File: config.mk
export PLATFORM = sky130hd
export DESIGN_NAME = rx_tlp_test_observer
export DESIGN_NICKNAME = d
export VERILOG_FILES = /design/src/verilog/rx_obs_pkg.sv /design/src/verilog/err_sat_counter.sv /design/src/verilog/rx_tlp_test_observer.sv
export VERILOG_INCLUDE_DIRS = /design/src /design/src/verilog
export SDC_FILE = /design/constraint.sdc
export NUM_CORES = 1
export LEC_CHECK = 0
export ABC_AREA = 0
export ABC_CLOCK_PERIOD_IN_PS = 3790
export BUFFER_PORTS_ARGS = -buffer_cell sky130_fd_sc_hd__buf_2
export CAP_MARGIN = 20
export CORE_UTILIZATION = 54
export CTS_BUF_LIST = sky130_fd_sc_hd__clkbuf_16
export CTS_CLUSTER_DIAMETER = 80
export DETAILED_ROUTE_END_ITERATION = 12
export PLACE_DENSITY = 0.85
export RECOVER_POWER = 25
export SYNTH_ARGS = -nofsm -noshare
export SYNTH_HDL_FRONTEND = slang
export SYNTH_SLANG_ARGS = --single-unit
File: constraint.sdc
create_clock -name clk_sys -period 3.79 [get_ports clk_sys]
set_clock_uncertainty 0.2 [all_clocks]
set_input_delay 0.1895 -clock clk_sys [delete_from_list [all_inputs] [get_ports clk_sys]]
set_output_delay 0.1895 -clock clk_sys [all_outputs]
set_load 0.02 [all_outputs]
File: src/verilog/rx_obs_cfg.svh
`ifndef RX_OBS_CFG_SVH
`define RX_OBS_CFG_SVH

// ============================================================
// Observation bus layout
// ============================================================
`define OBS_WIDTH        39
`define OBS_SEQ_LSB      0
`define OBS_SEQ_W        3
`define OBS_CHK_LSB      3
`define OBS_CHK_W        8
`define OBS_VC_LSB       11
`define OBS_VC_W         3
`define OBS_HI_LSB       14
`define OBS_HI_W         24
`define OBS_OK_BIT       38

// ============================================================
// Check-state bit positions
// ============================================================
`define CHK_LCRC_CHECK   0
`define CHK_LCRC_ERR     1
`define CHK_END_LEN      2
`define CHK_FORM         3
`define CHK_FC_OVF       4
`define CHK_ECRC         5
`define CHK_UNSUP        6
`define CHK_CFG          7

// ============================================================
// Test-in control bits
// ============================================================
`define TI_WIDTH         8
`define TI_INJ_LCRC      0
`define TI_INJ_ECRC      1
`define TI_FORCE_COMPL   2
`define TI_DIS_COMPL     3
`define TI_REMOTE_BOOT   4
`define TI_CLR_COUNT     5

// ============================================================
// Counters and reset values
// ============================================================
`define ERR_CNT_W        16
`define ERR_TYPES        6
`define TC_W             3
`define TC_MAP_W         24
`define OBS_RESET        39'h00_0000_0000

`endif

File: src/verilog/rx_obs_pkg.sv
`include "rx_obs_cfg.svh"

package rx_obs_pkg;

   // Buffer side-effect sequencer
   typedef enum logic [1:0] {
      SEQ_IDLE,
      SEQ_UPDATE
   } seq_state_e;

   // Error counter slots
   typedef enum int {
      ERR_LCRC_SEQ,
      ERR_END_LEN,
      ERR_FORM,
      ERR_FC_OVF,
      ERR_ECRC,
      ERR_UNSUP
   } err_kind_e;

   typedef logic [`ERR_CNT_W-1:0] err_count_t;

endpackage

File: src/verilog/err_sat_counter.sv
`timescale 1ns/100ps

// ============================================================
// Saturating event counter
// ============================================================
module err_sat_counter #(
   parameter int WIDTH = 16
) (
   input  wire logic             clk_sys,
   input  wire logic             rst_n,
   input  wire logic             inc,
   input  wire logic             clr,
   output logic [WIDTH-1:0]      count
);

   localparam logic [WIDTH-1:0] ONE = WIDTH'(1);
   localparam logic [WIDTH-1:0] TOP = {WIDTH{1'b1}};

   wire logic [WIDTH-1:0] bumped;
   wire logic [WIDTH-1:0] next_count;

   // Saturate rather than wrap so a flood of errors never reads small
   assign bumped     = (count == TOP) ? TOP : count + ONE;
   // An event in the clear cycle still counts as one
   assign next_count = clr ? (inc ? ONE : '0) : (inc ? bumped : count);

   always_ff @(posedge clk_sys) begin
      if (!rst_n) begin
         count <= '0;
      end else begin
         count <= next_count;
      end
   end

endmodule // err_sat_counter

File: src/verilog/rx_tlp_test_observer.sv
//
// Contract
// - Provide observation output bus and test control input bus.
// - Observe internal state and keep a separate counter per error type.
// - Outside test logic may force noncompliant behaviour through test-in.
// - Bits 2:0 show header dwords 0-1, dwords 2-3, payload valid.
// - Bits 10:3 check state; bit0 LCRC checked, bit1 LCRC/sequence error.
// - Check bit 2 flags end framing disagreeing with length field.
// - Check bit 3 flags packet breaking formation rules.
// - Check bit 5 flags end-to-end CRC error; credits still updated.
// - Check bit 6 flags unsupported packet; credits updated.
// - Check bit 7 flags configuration-routed packet; credits updated.
// - Check bits 1-4 drop packet from buffer, consume no credits.
// - Check bits 5-7 store first, then route to config, update credits.
// - Bits 13:11 show virtual channel chosen from traffic class.
// - Bit 38 pulse qualifies bits 37:0; valid only while high.
//
`timescale 1ns/100ps
`include "rx_obs_cfg.svh"

module rx_tlp_test_observer #(
   parameter int CNT_W = `ERR_CNT_W
) (
   input  wire logic                   clk_sys,
   input  wire logic                   rst_n,
   input  wire logic                   rx_ok_in,
   input  wire logic                   rx_pkt_end,
   input  wire logic                   rx_hdr01_valid,
   input  wire logic                   rx_hdr23_valid,
   input  wire logic                   rx_payload_valid,
   input  wire logic                   rx_lcrc_check,
   input  wire logic                   rx_lcrc_err,
   input  wire logic                   rx_seq_err,
   input  wire logic                   rx_end_len_err,
   input  wire logic                   rx_form_err,
   input  wire logic                   rx_fc_overflow,
   input  wire logic                   rx_ecrc_err,
   input  wire logic                   rx_unsupported,
   input  wire logic                   rx_cfg_route,
   input  wire logic [`TC_W-1:0]       rx_tc,
   input  wire logic [`TC_MAP_W-1:0]   tc_vc_map,
   input  wire logic [`TI_WIDTH-1:0]   test_in,
   output logic [`OBS_WIDTH-1:0]       test_obs,
   output logic                        rx_buf_drop,
   output logic                        rx_buf_store,
   output logic                        cfg_route_req,
   output logic                        fc_credit_update,
   output logic                        force_compliance,
   output logic                        disable_compliance,
   output logic                        remote_boot_en,
   output logic [CNT_W-1:0]            err_cnt_lcrc_seq,
   output logic [CNT_W-1:0]            err_cnt_end_len,
   output logic [CNT_W-1:0]            err_cnt_form,
   output logic [CNT_W-1:0]            err_cnt_fc_ovf,
   output logic [CNT_W-1:0]            err_cnt_ecrc,
   output logic [CNT_W-1:0]            err_cnt_unsup
);

   // ============================================================
   // Helpers
   // ============================================================
   // One 3-bit channel field per traffic class
   function automatic logic [`OBS_VC_W-1:0] vc_of_tc(
      input logic [`TC_MAP_W-1:0] map,
      input logic [`TC_W-1:0]     tc
   );
      vc_of_tc = map[tc*`OBS_VC_W +: `OBS_VC_W];
   endfunction

   function automatic logic any_set(input logic [`OBS_CHK_W-1:0] v,
                                    input int lo,
                                    input int hi);
      logic r;
      r = 1'b0;
      for (int i = 0; i < `OBS_CHK_W; i++) begin
         if (i >= lo && i <= hi) begin
            r = r | v[i];
         end
      end
      any_set = r;
   endfunction

   // ============================================================
   // Test-in decode
   // ============================================================
   wire logic inj_lcrc;
   wire logic inj_ecrc;
   wire logic clr_count;

   assign inj_lcrc  = test_in[`TI_INJ_LCRC];
   assign inj_ecrc  = test_in[`TI_INJ_ECRC];
   assign clr_count = test_in[`TI_CLR_COUNT];

   // ============================================================
   // Check-state assembly
   // ============================================================
   wire logic [`OBS_SEQ_W-1:0] seq_flags;
   wire logic [`OBS_CHK_W-1:0] chk_flags;
   wire logic [`OBS_VC_W-1:0]  rx_channel_map;

   assign seq_flags = {rx_payload_valid, rx_hdr23_valid, rx_hdr01_valid};

   assign chk_flags[`CHK_LCRC_CHECK] = rx_lcrc_check;
   assign chk_flags[`CHK_LCRC_ERR]   = rx_lcrc_err | rx_seq_err | inj_lcrc;
   assign chk_flags[`CHK_END_LEN]    = rx_end_len_err;
   assign chk_flags[`CHK_FORM]       = rx_form_err;
   assign chk_flags[`CHK_FC_OVF]     = rx_fc_overflow;
   assign chk_flags[`CHK_ECRC]       = rx_ecrc_err | inj_ecrc;
   assign chk_flags[`CHK_UNSUP]      = rx_unsupported;
   assign chk_flags[`CHK_CFG]        = rx_cfg_route;

   assign rx_channel_map = vc_of_tc(tc_vc_map, rx_tc);

   // ============================================================
   // Verdict decode
   // ============================================================
   wire logic verdict;
   wire logic drop_pkt;
   wire logic keep_pkt;
   wire logic route_pkt;

   // Verdict only on the qualified end-of-packet cycle
   assign verdict   = rx_ok_in & rx_pkt_end;
   // drop wins over any keep flag
   assign drop_pkt  = verdict & any_set(chk_flags, `CHK_LCRC_ERR, `CHK_FC_OVF);
   assign keep_pkt  = verdict & ~drop_pkt;
   assign route_pkt = any_set(chk_flags, `CHK_ECRC, `CHK_CFG);

   // ============================================================
   // Observation register
   // ============================================================
   wire logic [`OBS_WIDTH-1:0] next_test_obs;

   assign next_test_obs = {rx_ok_in,
                           {`OBS_HI_W{1'b0}},
                           rx_channel_map,
                           chk_flags,
                           seq_flags};

   always_ff @(posedge clk_sys) begin
      if (!rst_n) begin
         test_obs <= `OBS_RESET;
      end else begin
         test_obs <= next_test_obs;
      end
   end

   // ============================================================
   // Buffer and credit sequencer
   // ============================================================
   rx_obs_pkg::seq_state_e state;
   rx_obs_pkg::seq_state_e next_state;
   logic                   route_pend;
   wire logic              in_update;

   assign in_update  = (state == rx_obs_pkg::SEQ_UPDATE);
   // A new keep verdict in the update cycle restarts the pair cleanly
   assign next_state = keep_pkt ? rx_obs_pkg::SEQ_UPDATE
                                : rx_obs_pkg::SEQ_IDLE;

   always_ff @(posedge clk_sys) begin
      if (!rst_n) begin
         state <= rx_obs_pkg::SEQ_IDLE;
      end else begin
         state <= next_state;
      end
   end

   always_ff @(posedge clk_sys) begin
      if (!rst_n) begin
         route_pend <= 1'b0;
      end else if (keep_pkt) begin
         route_pend <= route_pkt;
      end
   end

   always_ff @(posedge clk_sys) begin
      if (!rst_n) begin
         rx_buf_drop <= 1'b0;
      end else begin
         rx_buf_drop <= drop_pkt;
      end
   end

   always_ff @(posedge clk_sys) begin
      if (!rst_n) begin
         rx_buf_store     <= 1'b0;
         fc_credit_update <= 1'b0;
         cfg_route_req    <= 1'b0;
      end else begin
         rx_buf_store     <= keep_pkt;
         fc_credit_update <= in_update;
         cfg_route_req    <= in_update & route_pend;
      end
   end

   // ============================================================
   // Test-in mode controls
   // ============================================================
   // noncompliant modes
   always_ff @(posedge clk_sys) begin
      if (!rst_n) begin
         force_compliance   <= 1'b0;
         disable_compliance <= 1'b0;
         remote_boot_en     <= 1'b0;
      end else begin
         // Disable beats force so the two never drive together
         force_compliance   <= test_in[`TI_FORCE_COMPL]
                               & ~test_in[`TI_DIS_COMPL];
         disable_compliance <= test_in[`TI_DIS_COMPL];
         remote_boot_en     <= test_in[`TI_REMOTE_BOOT];
      end
   end

   // ============================================================
   // Per-type error counters
   // ============================================================
   wire logic [`ERR_TYPES-1:0] err_evt;
   wire logic [CNT_W-1:0]      cnt [`ERR_TYPES];

   assign err_evt[rx_obs_pkg::ERR_LCRC_SEQ] =
      verdict & chk_flags[`CHK_LCRC_ERR];
   assign err_evt[rx_obs_pkg::ERR_END_LEN]  =
      verdict & chk_flags[`CHK_END_LEN];
   assign err_evt[rx_obs_pkg::ERR_FORM]     =
      verdict & chk_flags[`CHK_FORM];
   assign err_evt[rx_obs_pkg::ERR_FC_OVF]   =
      verdict & chk_flags[`CHK_FC_OVF];
   assign err_evt[rx_obs_pkg::ERR_ECRC]     =
      verdict & chk_flags[`CHK_ECRC];
   assign err_evt[rx_obs_pkg::ERR_UNSUP]    =
      verdict & chk_flags[`CHK_UNSUP];

   for (genvar g = 0; g < `ERR_TYPES; g++) begin : g_cnt
      err_sat_counter #(
         .WIDTH (CNT_W)
      ) u_cnt (
         .clk_sys (clk_sys),
         .rst_n   (rst_n),
         .inc     (err_evt[g]),
         .clr     (clr_count),
         .count   (cnt[g])
      );
   end

   assign err_cnt_lcrc_seq = cnt[rx_obs_pkg::ERR_LCRC_SEQ];
   assign err_cnt_end_len  = cnt[rx_obs_pkg::ERR_END_LEN];
   assign err_cnt_form     = cnt[rx_obs_pkg::ERR_FORM];
   assign err_cnt_fc_ovf   = cnt[rx_obs_pkg::ERR_FC_OVF];
   assign err_cnt_ecrc     = cnt[rx_obs_pkg::ERR_ECRC];
   assign err_cnt_unsup    = cnt[rx_obs_pkg::ERR_UNSUP];

endmodule // rx_tlp_test_observer

==> flow_summary.ini <==
[clocking]
clock_latency_ns = 0.40
cts_setup_buffers = 0
cts_tree = yes
clk_pin_slew_ns = 0.05
cts-root-buf = clkbuf_16
cts-hold-fix-buffers = 18
clock_path_buffers = 2
cts.htree.levels = 4
cts_resized = 0
cts-buffers-inserted = 17
clock_sinks = 119

[power]
p_int_w = 0.002617
ir_worst_vdd_uv = 291.3
power.density_nw_per_um2 = 455.7
p_seq_share_pct = 38.9
combPwrFrac_pct = 5.7
power.switching_w = 0.0006727
power_frac_clock_pct = 55.5
leakagePower_nw = 2.987
sw_frac_of_total_pct = 20.45

[sta]
final.period_utilization_pct = 61.59
max_freq_mhz = 428.4
worstMarginPinSlew_ns = 1.004
rsz0062_at_grt = false
fin_setup_tns_ns = 0
relSlewSlack_pct = 33.08
setup_viol = 0
min_period_ns = 2.334
slew_viol_final = 0
report.final.hold_viol_count = 0
holdWs_ns = 0.02386

[placed_design]
place_congestion = 0.8533
hpwl_um = 10410
io_buffers = 166
place_inst = 925

[synthesis]
synth-seq-cells = 119
yosysWarnings = 0
synthCells = 647
synth_cell_types = 52
syn_area_um2 = 5603
synth-edff-count = 0
synth-seq-area-share_pct = 42.52
synth-async-reset-ratio_pct = 0
syn_avg_cell_area_um2 = 8.660
synth_ff_type = dfxtp_1

[die]
die_area_um2 = 10790
dieHeight_um = 103.9
rows = 36
io_pins = 193
die_w_um = 103.9
initial_core_util_pct = 56.54
core_um2 = 9910

[min_path]
worstHoldPathType = in -> reg

[critical_path]
r2r_slack_ns = 1.55
path_max_fanout = 30
max_stage_delay_ns = 0.78
cp-end-kind = flop
arrival_ns = 2.47
crit_chain = clkbuf_1 -> nor2b_2 -> buf_4 -> o21ai_0 -> a31oi_1
crit_path_top_delay_cell = nor2b_2
path_class = in -> reg
cp_data_required_time_ns = 3.92
start_kind = primary input

[finish]
drive_gt1_share_pct = 20.31
instances_no_fill = 975
area_growth_pct = 28.85
mostFrequentLayoutCell = buf_2
final_cell_mix = 124 x buf_2, 119 x dfxtp_1, 58 x o21ai_0, 53 x a31oi_1, 49 x nor3_1
n_antenna_cell = 0
nets = 886
nFillCells = 726

[drt]
drc = 0
antenna_left = 0
viasPerCell = 6.048
wire_per_inst_um = 16.07
dr.pass1.iters = 5
drtIter0Drc = 323
vias = 5897
finalWirelength_um = 15670

[global_route]
antenna_found_initial = 0
gr-total-overflow = 0
grt_pass1_wl_um = 25410
grt_max_degree = 31
grt_use_total_pct = 28.78
grt_pass1_vias = 5315

[outcome]
outcome = complete, no violations

[flow_run]
cap_violations = 0
stage by stage:
stage	total power, W	instance area (um^2)	util (%)	setup WS (ns)
detailed placement	0.001475	6425	64.84	1.504
CTS	0.003300	7272	73.38	1.556
finish	0.003290	7219	72.85	1.456
global route	0.003386	7219	72.85	1.236
global placement	0.001470	6425	64.84	1.579
floorplan	0.001427	5689	-	1.652
path summary, 6_finish.rpt:
path	start	to	cells after the start
min	test_in[0]	test_obs[4]	3
max	rst_n	g_cnt[1].u_cnt.count[10]	5
max reg2reg	g_cnt[0].u_cnt.count[0]	g_cnt[0].u_cnt.count[8]	6
min reg2reg	g_cnt[2].u_cnt.count[11]	g_cnt[2].u_cnt.count[11]	1
sequential cells by signal (all words and copies together), names as in the netlist:
name	cells
cfg_route_req	1
disable_compliance	1
fc_credit_update	1
force_compliance	1
g_cnt.u_cnt.count	96
remote_boot_en	1
route_pend	1
rx_buf_drop	1
rx_buf_store	1
test_obs	15
cells in the mapped netlist, types with 2 or more instances:
master | number | area (um^2)
dfxtp_1 | 119 | 2382
o21ai_0 | 58 | 290.3
a31oi_1 | 53 | 331.6
nor3_1 | 49 | 245.2
nor2_1 | 45 | 168.9
a21oi_1 | 31 | 155.2
and3_1 | 28 | 175.2
nand2_1 | 27 | 101.4
nand3_1 | 26 | 130.1
and2_1 | 24 | 150.1
buf_4 | 24 | 180.2
nand4_1 | 18 | 112.6
and4_1 | 17 | 148.9
clkbuf_1 | 16 | 60.06
inv_1 | 12 | 45.04
a211oi_1 | 9 | 67.56
nor2b_1 | 9 | 56.30
mux2i_1 | 8 | 80.08
a311oi_1 | 6 | 52.55
ha_1 | 6 | 75.07
mux4_2 | 6 | 135.1
nor4_1 | 6 | 37.54
nor3b_1 | 5 | 37.54
or3_1 | 5 | 31.28
buf_2 | 4 | 20.02
nor3_2 | 3 | 30.03
a41o_1 | 2 | 20.02
and3b_1 | 2 | 17.52
and4b_1 | 2 | 20.02
buf_6 | 2 | 22.52
nand2b_1 | 2 | 12.51
o2111a_1 | 2 | 22.52
o311a_1 | 2 | 20.02
power by group through the flow:
| stage | clock network (W) | registers [W] | logic, W |
|---|---|---|---|
| 3_5_place_dp | 0 | 0.00130 | 0.000172 |
| 6_report | 0.00182 | 0.00128 | 0.000187 |
| 5_1_grt | 0.00191 | 0.00128 | 0.000200 |
| 4_1_cts | 0.00184 | 0.00128 | 0.000187 |
| 3_3_place_gp | 0 | 0.00130 | 0.000167 |
| 2_1_floorplan | 0 | 0.00132 | 0.000104 |
final cells by class:
class	count	area [um^2]	area share, %
Timing Repair Buffer	187	980.9	13.59
Sequential cell	119	2382	33.00
Clock buffer	17	425.4	5.893
Multi-Input combinational cell	492	2978	41.25
Tap cell	133	166.4	2.305
Inverter	12	45.04	0.6239
Clock inverter	15	241.5	3.345
cells by family after synthesis:
| kind of cell | count (synthesis) | share of synthesized area, % |
|---|---|---|
| other | 1 | 0.06693 |
| AO/OA/AOI/OAI | 172 | 18.74 |
| multiplexers | 14 | 3.841 |
| flip-flops | 119 | 42.52 |
| buffers and inverters | 59 | 5.918 |
| AND/OR/NAND/NOR | 276 | 27.58 |
| adder cells (fa/ha/maj) | 6 | 1.340 |
layer usage:
metal	track usage, %	part of all wire [%]	wire (um)
met1	35.53	40	6295
met2	48.00	49	7666
met3	7.456	8.6	1347
met4	11.22	2.3	360
met5	0	0	0
worst max-delay path: cells and delay by family:
kind / cells / cell delay [ns]
buffers and inverters: 2 / 1.14
AND/OR/NAND/NOR: 1 / 0.78
AO/OA/AOI/OAI: 2 / 0.34
(Power assumes the default switching activity.)
